===== src/hdl/mode_ctl_pkg.sv =====
// constants for the mode sequencer and serial slave
// assumes a 40 MHz core clock
package mode_ctl_pkg;
  localparam int unsigned CLK_HZ        = 40000000;
  localparam int unsigned RESET_HOLD_US = 1000;
  localparam int unsigned NREQ_TIMEOUT_US = 150000;
  localparam int unsigned RESET_HOLD_CYC =
    (RESET_HOLD_US * (CLK_HZ / 1000000));
  localparam int unsigned NREQ_TIMEOUT_CYC =
    (NREQ_TIMEOUT_US * (CLK_HZ / 1000000));
  localparam int unsigned CNT_W = 24;
  localparam logic [3:0] FRAME_BITS = 4'h8;
  // frame: [7:5] register select, [4:0] data
  localparam int unsigned ADDR_MSB = 7;
  localparam int unsigned ADDR_LSB = 5;
  localparam logic [2:0] ADDR_MODE   = 3'h0;
  localparam logic [2:0] ADDR_TIMING = 3'h1;
  localparam logic [2:0] ADDR_HS     = 3'h2;
  localparam logic [2:0] ADDR_LS     = 3'h3;
  localparam logic [2:0] ADDR_MUX    = 3'h4;
  localparam logic [2:0] ADDR_IRQRD  = 3'h5;
  localparam logic [1:0] MODE_NORMAL = 2'h0;
  localparam logic [1:0] MODE_STOP   = 2'h1;
  localparam logic [1:0] MODE_SLEEP  = 2'h2;
  localparam int unsigned CS_BIT  = 2;
  localparam int unsigned PWM_BIT = 1;
  localparam int unsigned ON_BIT  = 0;
  localparam int unsigned CS_PERIOD_BIT = 4;
  typedef enum logic [4:0] {
    ST_RESET  = 5'h01,
    ST_NREQ   = 5'h02,
    ST_NORMAL = 5'h04,
    ST_STOP   = 5'h08,
    ST_SLEEP  = 5'h10
  } mode_state_t;
endpackage


===== src/hdl/mode_control_spi_slave.sv =====
// mode sequencer with serial slave, reset line and interrupt output
// assumes serial pins and analog comparators are asynchronous to core_clk
//
// Notes on behaviour
// - output on rising, sample on falling clock
// - serial output undriven while select high
// - select rising edge ends and latches frame
// - valid frame holds exactly eight bits
// - select rising edge wakes from stop
// - pwm drives switches only when enabled, active
// - reset line bidirectional, release enters normal request
// - interrupt low until status read over serial
// - grounded strap disables watchdog
// - wake inputs readable; change wakes stop, sleep
// - cyclic sense pulses switch, compares samples
// - muxed wake input disabled for read, wake
// - regulator limited in stop, off in sleep
// - stop wake interrupts; sleep wake resets
// - mode bits in mode register select mode
// - power up holds reset low 1 ms
// - reset conditions force reset mode in normal request, normal; in stop only regulator low does
// - normal request keeps regulator, reset high, rx only
// - normal request times out after 150 ms
// - grounded strap skips to normal mode
// - normal mode supply and thermal interrupts
// - no interrupts while reset line low
// - select and reset-line wakes raise no interrupt
`timescale 1ns/1ps
module mode_control_spi_slave (
  input  wire logic       core_clk,
  input  wire logic       rst_b,
  input  wire logic       sclk,
  input  wire logic       cs_b,
  input  wire logic       mosi,
  output logic            miso_out,
  output logic            miso_oe,
  input  wire logic       reset_line_in,
  output logic            reset_line_out,
  output logic            reset_line_oe,
  output logic            irq_b,
  input  wire logic       watchdog_strap_pin,
  input  wire logic       watchdog_fail,
  input  wire logic       regulator_low,
  input  wire logic       pwm_control_input,
  input  wire logic       wake_input_one,
  input  wire logic       wake_input_two,
  input  wire logic       supply_over,
  input  wire logic       supply_under,
  input  wire logic       thermal_shutdown,
  input  wire logic       thermal_prewarn,
  input  wire logic       cyclic_tick,
  output logic            high_side_switch,
  output logic            low_side_switch_one,
  output logic            low_side_switch_two,
  output logic            regulator_on,
  output logic            regulator_limited,
  output logic            lin_rx_only,
  output logic [4:0]      mode_state
);
  ////////////////////////////////////////////////////////////////////////
  // input synchronisers
  localparam int unsigned NSYNC = 13;
  // select and reset line rest high, no false edge after reset
  localparam logic [NSYNC-1:0] SYNC_IDLE = 13'ha00;
  logic [NSYNC-1:0] async_in;
  logic [NSYNC-1:0] sync1_reg;
  logic [NSYNC-1:0] sync2_reg;
  assign async_in = {sclk, cs_b, mosi, reset_line_in, watchdog_strap_pin,
                     pwm_control_input, wake_input_one, wake_input_two,
                     supply_over, supply_under, thermal_shutdown,
                     thermal_prewarn, regulator_low};
  always_ff @(posedge core_clk or negedge rst_b) begin
    if (!rst_b) begin
      sync1_reg <= SYNC_IDLE;
      sync2_reg <= SYNC_IDLE;
    end else begin
      sync1_reg <= async_in;
      sync2_reg <= sync1_reg;
    end
  end
  logic sclk_s, cs_s, mosi_s, rline_s, strap_s, pwm_s, w1_s, w2_s;
  logic sov_s, suv_s, tsd_s, tpw_s, rlow_s;
  assign {sclk_s, cs_s, mosi_s, rline_s, strap_s, pwm_s, w1_s, w2_s,
          sov_s, suv_s, tsd_s, tpw_s, rlow_s} = sync2_reg;

  ////////////////////////////////////////////////////////////////////////
  // edge detection
  logic sclk_d_reg, cs_d_reg;
  always_ff @(posedge core_clk or negedge rst_b) begin
    if (!rst_b) begin
      sclk_d_reg <= 1'b0;
      cs_d_reg   <= 1'b1;
    end else begin
      sclk_d_reg <= sclk_s;
      cs_d_reg   <= cs_s;
    end
  end
  logic sclk_rise, sclk_fall, cs_rise, cs_fall;
  assign sclk_rise = sclk_s & ~sclk_d_reg;
  assign sclk_fall = ~sclk_s & sclk_d_reg;
  assign cs_rise   = cs_s & ~cs_d_reg;
  assign cs_fall   = ~cs_s & cs_d_reg;

  ////////////////////////////////////////////////////////////////////////
  // serial shifter
  logic [7:0] rx_reg, tx_reg;
  logic [3:0] bits_reg;
  logic [7:0] status_word;
  logic       frame_ok;
  assign frame_ok = cs_rise &&
                    (bits_reg == mode_ctl_pkg::FRAME_BITS);
  always_ff @(posedge core_clk or negedge rst_b) begin
    if (!rst_b) begin
      rx_reg   <= 8'h00;
      tx_reg   <= 8'h00;
      bits_reg <= 4'h0;
    end else if (cs_fall) begin
      tx_reg   <= status_word;
      bits_reg <= 4'h0;
    end else if (!cs_s && sclk_fall) begin
      rx_reg   <= {rx_reg[6:0], mosi_s};
      bits_reg <= (bits_reg == 4'hf) ? bits_reg : bits_reg + 4'h1;
    end else if (!cs_s && sclk_rise && bits_reg != 4'h0) begin
      tx_reg   <= {tx_reg[6:0], 1'b0};
    end
  end
  assign miso_out = tx_reg[7];
  assign miso_oe  = ~cs_s;

  ////////////////////////////////////////////////////////////////////////
  // register writes on frame end
  logic [2:0] fr_addr;
  logic [4:0] fr_data;
  assign fr_addr = rx_reg[mode_ctl_pkg::ADDR_MSB:mode_ctl_pkg::ADDR_LSB];
  assign fr_data = rx_reg[4:0];
  logic [1:0] mode_control_reg;
  logic [4:0] timing_control_reg, high_side_control_reg;
  logic [4:0] low_side_control_reg, mux_reg;
  logic       mode_write, irq_read;
  assign mode_write = frame_ok && fr_addr == mode_ctl_pkg::ADDR_MODE;
  assign irq_read   = frame_ok && fr_addr == mode_ctl_pkg::ADDR_IRQRD;
  always_ff @(posedge core_clk or negedge rst_b) begin
    if (!rst_b) begin
      mode_control_reg      <= 2'h3;
      timing_control_reg    <= 5'h00;
      high_side_control_reg <= 5'h00;
      low_side_control_reg  <= 5'h00;
      mux_reg               <= 5'h00;
    end else if (frame_ok) begin
      if (fr_addr == mode_ctl_pkg::ADDR_MODE)
        mode_control_reg <= fr_data[1:0];
      if (fr_addr == mode_ctl_pkg::ADDR_TIMING)
        timing_control_reg <= fr_data;
      if (fr_addr == mode_ctl_pkg::ADDR_HS)
        high_side_control_reg <= fr_data;
      if (fr_addr == mode_ctl_pkg::ADDR_LS)
        low_side_control_reg <= fr_data;
      if (fr_addr == mode_ctl_pkg::ADDR_MUX)
        mux_reg <= fr_data;
    end
  end

  ////////////////////////////////////////////////////////////////////////
  // wake inputs, muxed ones masked
  logic w1_en, w2_en, w1_dig, w2_dig;
  assign w1_en  = ~mux_reg[0];
  assign w2_en  = ~mux_reg[1];
  assign w1_dig = w1_s & w1_en;
  assign w2_dig = w2_s & w2_en;
  logic w1_d_reg, w2_d_reg, cyc1_reg, cyc2_reg;
  logic cyc_active;
  mode_ctl_pkg::mode_state_t state_reg, state_next;
  logic low_power;
  assign low_power = state_reg == mode_ctl_pkg::ST_STOP ||
                     state_reg == mode_ctl_pkg::ST_SLEEP;
  assign cyc_active = low_power &
                      high_side_control_reg[mode_ctl_pkg::CS_PERIOD_BIT];
  always_ff @(posedge core_clk or negedge rst_b) begin
    if (!rst_b) begin
      w1_d_reg <= 1'b0;
      w2_d_reg <= 1'b0;
      cyc1_reg <= 1'b0;
      cyc2_reg <= 1'b0;
    end else begin
      w1_d_reg <= w1_dig;
      w2_d_reg <= w2_dig;
      if (cyclic_tick) begin
        cyc1_reg <= w1_dig;
        cyc2_reg <= w2_dig;
      end
    end
  end
  logic wake_change, wake_cyclic, lx_wake;
  assign wake_change = (w1_dig ^ w1_d_reg) | (w2_dig ^ w2_d_reg);
  assign wake_cyclic = cyclic_tick &
                       ((w1_dig ^ cyc1_reg) | (w2_dig ^ cyc2_reg));
  assign lx_wake = cyc_active ? wake_cyclic : wake_change;

  ////////////////////////////////////////////////////////////////////////
  // mode state machine
  logic [mode_ctl_pkg::CNT_W-1:0] cnt_reg, cnt_next;
  logic rst_cond, timeout, hold_done, strap_off;
  assign strap_off = ~strap_s;
  assign hold_done = cnt_reg ==
    mode_ctl_pkg::CNT_W'(mode_ctl_pkg::RESET_HOLD_CYC - 1);
  assign timeout = cnt_reg ==
    mode_ctl_pkg::CNT_W'(mode_ctl_pkg::NREQ_TIMEOUT_CYC - 1);
  // own drive stays visible through the synchroniser for two cycles
  logic [1:0] drv_pipe_reg;
  logic       in_reset, line_ext_low;
  assign in_reset = state_reg == mode_ctl_pkg::ST_RESET;
  always_ff @(posedge core_clk or negedge rst_b) begin
    if (!rst_b) drv_pipe_reg <= 2'h3;
    else drv_pipe_reg <= {drv_pipe_reg[0], in_reset};
  end
  assign line_ext_low = ~rline_s & ~in_reset & ~|drv_pipe_reg;
  assign rst_cond = rlow_s | (watchdog_fail & ~strap_off) |
                    line_ext_low;
  logic stop_wake_irq;
  always_comb begin
    state_next    = state_reg;
    cnt_next      = cnt_reg + 1'b1;
    stop_wake_irq = 1'b0;
    unique case (state_reg)
      mode_ctl_pkg::ST_RESET: begin
        if (rst_cond) cnt_next = '0;
        else if (hold_done) begin
          state_next = strap_off ? mode_ctl_pkg::ST_NORMAL
                                 : mode_ctl_pkg::ST_NREQ;
          cnt_next   = '0;
        end
      end
      mode_ctl_pkg::ST_NREQ, mode_ctl_pkg::ST_NORMAL: begin
        if (rst_cond || (state_reg == mode_ctl_pkg::ST_NREQ && timeout)) begin
          state_next = mode_ctl_pkg::ST_RESET;
          cnt_next   = '0;
        end else if (mode_write) begin // timer runs on
          if (fr_data[1:0] == mode_ctl_pkg::MODE_NORMAL)
            state_next = mode_ctl_pkg::ST_NORMAL;
          else if (state_reg == mode_ctl_pkg::ST_NORMAL &&
                   fr_data[1:0] == mode_ctl_pkg::MODE_STOP)
            state_next = mode_ctl_pkg::ST_STOP;
          else if (state_reg == mode_ctl_pkg::ST_NORMAL &&
                   fr_data[1:0] == mode_ctl_pkg::MODE_SLEEP)
            state_next = mode_ctl_pkg::ST_SLEEP;
        end
      end
      mode_ctl_pkg::ST_STOP: begin
        cnt_next = '0;
        if (rlow_s) state_next = mode_ctl_pkg::ST_RESET;
        else if (cs_rise || ~rline_s)
          state_next = mode_ctl_pkg::ST_NREQ;
        else if (lx_wake) begin
          state_next    = mode_ctl_pkg::ST_NREQ;
          stop_wake_irq = 1'b1;
        end
      end
      mode_ctl_pkg::ST_SLEEP: begin
        cnt_next = '0;
        if (lx_wake) state_next = mode_ctl_pkg::ST_RESET;
      end
    endcase
  end
  always_ff @(posedge core_clk or negedge rst_b) begin
    if (!rst_b) begin
      state_reg <= mode_ctl_pkg::ST_RESET;
      cnt_reg   <= '0;
    end else begin
      state_reg <= state_next;
      cnt_reg   <= cnt_next;
    end
  end
  assign mode_state = state_reg;

  ////////////////////////////////////////////////////////////////////////
  // interrupt sources, set wins over read clear
  logic [4:0] irq_src_reg, irq_set, irq_next;
  logic       active, rline_drv;
  assign active = state_reg == mode_ctl_pkg::ST_NREQ ||
                  state_reg == mode_ctl_pkg::ST_NORMAL;
  assign irq_set = (rline_drv || ~rline_s) ? 5'h00 :
    {stop_wake_irq, {4{active}} & {sov_s, suv_s, tsd_s, tpw_s}};
  assign irq_next = irq_set |
    ((irq_read || rline_drv) ? 5'h00 : irq_src_reg);
  always_ff @(posedge core_clk or negedge rst_b) begin
    if (!rst_b) irq_src_reg <= 5'h00;
    else irq_src_reg <= irq_next;
  end
  assign irq_b = ~|irq_src_reg;
  assign status_word = {1'b0, w1_dig, w2_dig, irq_src_reg};

  ////////////////////////////////////////////////////////////////////////
  // pins and switches
  assign rline_drv      = state_reg == mode_ctl_pkg::ST_RESET;
  assign reset_line_out = 1'b0;
  assign reset_line_oe  = rline_drv;
  logic hs_on, ls_on;
  assign hs_on = high_side_control_reg[mode_ctl_pkg::PWM_BIT] ? pwm_s
                 : high_side_control_reg[mode_ctl_pkg::ON_BIT];
  assign ls_on = low_side_control_reg[mode_ctl_pkg::PWM_BIT] ? pwm_s
                 : low_side_control_reg[mode_ctl_pkg::ON_BIT];
  assign high_side_switch    = (active & hs_on) |
                               (cyc_active & cyclic_tick);
  assign low_side_switch_one = active & ls_on & low_side_control_reg[3];
  assign low_side_switch_two = active & ls_on & low_side_control_reg[2];
  assign regulator_on      = state_reg != mode_ctl_pkg::ST_SLEEP;
  assign regulator_limited = state_reg == mode_ctl_pkg::ST_STOP;
  assign lin_rx_only       = state_reg != mode_ctl_pkg::ST_NORMAL;
endmodule


===== config.mk =====
export PLATFORM = sky130hd
export DESIGN_NAME = mode_control_spi_slave
export DESIGN_NICKNAME = d
export VERILOG_FILES = /design/src/hdl/mode_ctl_pkg.sv /design/src/hdl/mode_control_spi_slave.sv
export SDC_FILE = /design/constraint.sdc
export NUM_CORES = 1
export LEC_CHECK = 0
export BUFFER_PORTS_ARGS = -buffer_cell sky130_fd_sc_hd__buf_2
export CAP_MARGIN = 20
export CORE_ASPECT_RATIO = 1.75
export CORE_MARGIN = 2
export CORE_UTILIZATION = 44
export CTS_CLUSTER_DIAMETER = 100
export DETAILED_ROUTE_END_ITERATION = 10
export PLACE_DENSITY = 0.66
export RECOVER_POWER = 25
export SLEW_MARGIN = 20
export SYNTH_ARGS = -nofsm -noshare
export SYNTH_HDL_FRONTEND = slang
export SYNTH_SLANG_ARGS = --single-unit

===== constraint.sdc =====
create_clock -name core_clk -period 4.4 [get_ports core_clk]
set_input_delay 0.22 -clock core_clk [delete_from_list [all_inputs] [get_ports core_clk]]
set_output_delay 0.22 -clock core_clk [all_outputs]
set_load 0.005 [all_outputs]

**Word level (Yosys, flattened, before mapping)**

Index checks and enable logic that the tools add are counted.

- Add/subtract/negate cells: 2
- Equality and inequality tests: 25
- Mux-type cells: 32
- Bitwise gates (word level): 36
- Reduce and logical (&&, ||, !) cells: 34

Operators with widths:

| operator | count |
|---|---|
| 24-bit two-way mux | 3 |
| 24-bit case mux with 3 select lines | 1 |
| 5-bit two-way mux | 13 |
| 24-bit by 1-bit adder with 24-bit output, second input constant | 1 |
| 24-bit by 16-bit equality test with 1-bit output, second input constant | 1 |
| 24-bit by 23-bit equality test with 1-bit output, second input constant | 1 |
| 8-bit two-way mux | 3 |
| 5-bit case mux with 4 select lines | 1 |
| 1-bit bitwise AND | 16 |
| 4-bit two-way mux | 3 |
| 2-bit AND reduction | 6 |
| 2-bit inequality test, second input constant | 5 |
| 5-bit inequality test, second input constant | 2 |
| 1-bit logical AND | 9 |
| 1-bit NOT | 9 |
| 4-bit equality test, second input constant | 2 |
| 1-bit two-way mux | 7 |
| 3-bit by 2-bit equality test with 1-bit output, second input constant | 2 |
| 3-bit equality test, second input constant | 2 |
| 1-bit logical OR | 6 |
| 6-bit AND reduction | 1 |
| 2-bit OR reduction | 3 |
| 5-bit by 1-bit equality test with 1-bit output, second input constant | 1 |
| 5-bit by 2-bit equality test with 1-bit output, second input constant | 1 |
| other kinds (20) | 30 |

- Register bits after elaboration: 99
- Input port bits: 17
- Output and inout bits: 16
- Logic and storage cells: 147

**Longest topological paths before layout**

- Depth in word-level cells: 12
- Depth in mapped cells: 9
- Mapped depth without buffers: 8

**Worst setup path after synthesis**

OpenSTA, ideal clock, no wires.

- Path kind: register to register
- From: register state_reg[1] (netlist: mode_state[1])
- To: register cnt_reg[9] (netlist bit)
- Setup time: 0.069 ns
- Data arrival time: 1.857 ns
- Required time: 4.331 ns
- Path slack: 2.474 ns
- Cell stages (with the launch flop): 9
- Buffers on the path: 3
- Clock period less this slack: 1.926 ns
- Path through: dfrtp_1 > buf_6 > or3_4 > nor3b_4 > o41ai_2 > nand2b_1 > buf_6 > buf_12 > nor2_4

- Word-level cells in the longest chain between the ends: 8
- Elaborated cells on any way between the ends: 16
- Those cells by class: 5 x eq/ne; 3 x mux; 4 x bitwise; 4 x reduce/logical

RTL lines:

| what | line | RTL |
|---|---|---|
| start, declared | mode_control_spi_slave.sv:172 | `mode_ctl_pkg::mode_state_t state_reg, state_next;` |
| start signal, assigned | mode_control_spi_slave.sv:266 | `state_reg <= mode_ctl_pkg::ST_RESET;` |
| start signal, assigned | mode_control_spi_slave.sv:269 | `state_reg <= state_next;` |
| 5-bit by 1-bit equality test with 1-bit output * | - |  |
| via reset_line_oe | mode_control_spi_slave.sv:39 | `output logic reset_line_oe,` |
| 1-bit NOT | mode_control_spi_slave.sv:216 | `assign line_ext_low = ~rline_s & ~in_reset & ~\|drv_pipe_reg;` |
| 1-bit bitwise AND (2 in series) | mode_control_spi_slave.sv:216 |  |
| 1-bit bitwise OR | mode_control_spi_slave.sv:217 | `assign rst_cond = rlow_s \| (watchdog_fail & ~strap_off) \|` |
| 1-bit logical OR | mode_control_spi_slave.sv:234 | `if (rst_cond \|\| (state_reg == mode_ctl_pkg::ST_NREQ && timeout)) begin` |
| 24-bit two-way mux | mode_control_spi_slave.sv:234 |  |
| 24-bit case mux with 3 select lines * | mode_control_spi_slave.sv:224 | `unique case (state_reg)` |
| via cnt_next (one bit) | mode_control_spi_slave.sv:201 | `logic [mode_ctl_pkg::CNT_W-1:0] cnt_reg, cnt_next;` |
| end signal, assigned | mode_control_spi_slave.sv:270 | `cnt_reg <= cnt_next;` |
| end, declared | mode_control_spi_slave.sv:201 |  |

Mark *: on every way through the listed nets, which the timed path passes. The rest lies on a longest branch.
A chain may end at the register's enable or synchronous reset.

**Final worst setup path**

- From: register state_reg[1] (netlist: mode_state[1])
- To: register cnt_reg[21] (netlist bit)

- Word-level cells in the longest chain between the ends: 8
- Elaborated cells on any way between the ends: 16
- Those cells by class: 5 x eq/ne; 3 x mux; 4 x bitwise; 4 x reduce/logical

RTL lines:

| what | line |
|---|---|
| 5-bit by 1-bit equality test with 1-bit output | mode_control_spi_slave.sv:211, mode_control_spi_slave.sv:224 |
| 1-bit NOT | mode_control_spi_slave.sv:216 |
| 1-bit bitwise AND (2 in series) | mode_control_spi_slave.sv:216 |
| 1-bit bitwise OR | mode_control_spi_slave.sv:217 |
| 1-bit logical OR | mode_control_spi_slave.sv:234 |
| 24-bit two-way mux | mode_control_spi_slave.sv:234 |
| 24-bit case mux with 3 select lines * | mode_control_spi_slave.sv:224 |
| via cnt_next (one bit) | mode_control_spi_slave.sv:201 |

Marked as above.

==> impl_metrics.py <==
metrics = {
    "yosys": {
        "synth_cells": 355,
        "synth_area_um2": 4370,
        "synth.area.top_cells": "dfrtp_1 51%, mux2_2 4.9%, dfstp_2 4.8%",
        "synth.distinct_cells": 56,
        "ys.flop_type": "dfrtp_1",
        "synthArstFlopShare_pct": 100,
        "synth.avg_cell_area_um2": 12.3,
        "yosysTopAreaCellShare_pct": 51.0,
        "synth_seq_cells": 97,
        "yosys_warnings": 0,
        "ys_seq_area_share_pct": 55.8,
        "syn_nets": 375,
        "synth_area_leader_cell": "dfrtp_1",
        "synth_edf_count": 0,
    },
    "cts": {
        "numCtsBuffers": 9,
        "clk_pin_slew_ns": 0.07,
        "clk_latency_ns": 0.34,
        "cts.path.max_buffers": 2,
        "cts_root_buffer": "clkbuf_16",
        "post_cts_buffers": 0,
        "cts.sinks": 97,
        "cts_tree": "yes",
        "htree_num_levels": 3,
    },
    "route": {
        "num_vias": 2746,
        "ant_nets": 0,
        "dr.pass1.iters": 4,
        "wl_per_cell_um": 15.9,
        "drt_iter0_drc": 138,
        "vias_per_cell": 5.21,
        "route.detailed.drc": 0,
        "wl_mm": 8.38,
    },
    "sta": {
        "layout_min_cycle_time_ns": 2.39,
        "hold_viol_final": 0,
        "layout_setup_ws_ns": 2.01,
        "clock.fmax_mhz": 419,
        "finalSetupViolations": 0,
        "rsz0062_at_grt": "no",
        "final.setup_skew_ns": 0.00631,
        "fin_tns_setup_ns": 0,
        "fin_crit_sh_pct": 54.3,
        "drv_slew": 0,
        "tightest_slew_ns": 1.10,
        "maxSlewHeadroom_pct": 26.3,
    },
    "placement": {
        "gp_congestion": 0.808,
        "place_hpwl_mm": 6.05,
        "portBuffers": 31,
        "preCtsSetupSlack_ns": 1.70,
    },
    "min_path": {
        "hold_class": "in2reg",
        "min-delay-start": "cyclic_tick",
    },
    "floorplan": {
        "die_y_um": 136,
        "dieArea_um2": 10800,
        "rows": 48,
        "die_w_um": 79.3,
        "ioPinCount": 33,
        "start_util_pct": 44.6,
        "coreArea_um2": 9790,
    },
    "critical_path": {
        "crit_type": "reg2reg",
        "crit_path_end_kind": "flip-flop",
        "r2r_start": "mode_state[1]$_DFFE_PN0P_",
        "cp.required_ns": 4.59,
        "path_max_fanout": 24,
        "critPathLaunchType": "flip-flop",
        "worstPathArrival_ns": 2.58,
        "cp-startpoint": "mode_state[1]$_DFFE_PN0P_",
    },
    "grt": {
        "grt_max_degree": 59,
        "grt_pass1_wl_mm": 14.2,
        "antenna_found_initial": 0,
        "grt.overflow.total": 0,
        "grt_pass1_vias": 2933,
        "grt.total_usage_pct": 17.2,
    },
    "layout": {
        "num_antenna_cells": 0,
        "largest_reg_flops": 24,
        "final_cell_mix": "89 x dfrtp_1, 29 x buf_2, 25 x nand2_1, 23 x nor2_1, 20 x xor2_1",
        "synthToLayoutAreaGrowth_pct": 15.1,
        "fin_nets": 417,
        "final_common_cell": "dfrtp_1",
        "layout-drive-gt1-share_pct": 26.1,
    },
    "power_and_ir_drop": {
        "totalPowerFinal_w": 0.00237,
        "p_per_area_nw_per_um2": 471,
        "vdd_drop_max_mv": 0.219,
        "static-leakage-power_nw": 2.14,
    },
    "status": {
        "status": "finished clean",
    },
    "flow_run": {
        "maxCapViolCount": 0,
    },
}
layer usage:
metal	track usage, %	wire length [µm]	part of all wire (%)	vias to the layer above
li1	-	-	-	1318
met1	19.0	3250	39	1381
met2	31.5	4740	57	33
met3	3.05	202	2.4	14
met4	7.76	189	2.3	0
met5	0	0	0	-
layout make-up:
| class | count | area, µm² |
|---|---|---|
| clock buffer | 10 | 229 |
| clock inverter | 6 | 67.6 |
| fill | 848 | 4760 |
| inverter | 7 | 26.3 |
| multi-input combinational | 236 | 1810 |
| sequential | 97 | 2440 |
| tap | 125 | 156 |
| timing repair buffer | 46 | 304 |
synth_stat cells (2+ instances only):
cell type	number
nor2b_1	4
o31ai_1	2
clkbuf_1	7
nor3_2	2
nor2_2	3
mux2_2	19
dfrtp_1	89
mux2i_1	10
nand2b_1	5
and3_1	7
a32o_1	5
inv_1	7
buf_12	2
nor3b_1	5
nor4_2	2
nor2_1	23
o21ai_0	9
nand2_1	25
ha_1	3
nand3_1	10
buf_6	2
buf_2	3
nand4_1	5
dfstp_2	8
a21oi_1	6
xnor2_1	12
and2_1	4
and4_1	2
or3_1	2
nor2_4	18
xor2_1	20
nor4_1	5
nor4b_1	3
nor4bb_1	4
kinds of logic (layout without fill, tap and decap cells):
group	after synthesis	count (layout)	share of synthesized area (%)
buffers and inverters	22	69	3.15
multiplexers	29	29	7.19
AND/OR/NAND/NOR	135	135	20.3
XOR/XNOR	32	32	6.41
adder cells (fa/ha/maj)	4	4	1.09
other	1	1	0.0858
AO/OA/AOI/OAI	35	35	6.01
flip-flops	97	97	55.8
timing repair:
| action | CTS | global route |
|---|---|---|
| resized for setup | 0 | 0 |
| hold endpoints to repair | 65 | 0 |
| hold buffers | 14 | 0 |
critical path, stage by stage (launching register included):
cell and delay, ns:
dfrtp_1 0.57, nor4bb_1 0.31, nand2_1 0.10, nor4_2 0.42
o22ai_1 0.18, nand2b_4 0.51, nor2_1 0.12
report_power, final:
group / total [W] / internal [W] / switching [W]
clock network: 0.000773 / 0.000443 / 0.000331
logic: 0.000478 / 0.000203 / 0.000274
registers: 0.00112 / 0.00100 / 0.000116
total: 0.00237 / 0.00165 / 0.000722
metrics by stage:
stage          area [µm²]  utilization (%)  instances  hold WS, ns
6_report             5030             51.4        527        0.191
5_1_grt              5030             51.4        527        0.184
4_1_cts              5020             51.3        527        0.178
3_5_place_dp         4590             46.9        497        0.329
3_3_place_gp         4590             46.9        497        0.321
2_1_floorplan        4370                -        355      -0.0756
path summary, 6_finish.rpt:
kind / to / slack [ns] / depth (start not counted)
setup / recovery: cnt_reg[21]$_DFF_PN0_ / 2.01 / 6
hold / removal: cyc1_reg$_DFFE_PN0P_ / 0.19 / 2
setup reg to reg: cnt_reg[21]$_DFF_PN0_ / 2.01 / 6
hold reg to reg: sync2_reg[3]$_DFF_PN0_ / 0.34 / 0
max in group asynchronous: cs_d_reg$_DFF_PN1_ / 2.92 / 3
min in group asynchronous: sync2_reg[1]$_DFF_PN0_ / 0.48 / 2
(Power assumes the default switching activity.)
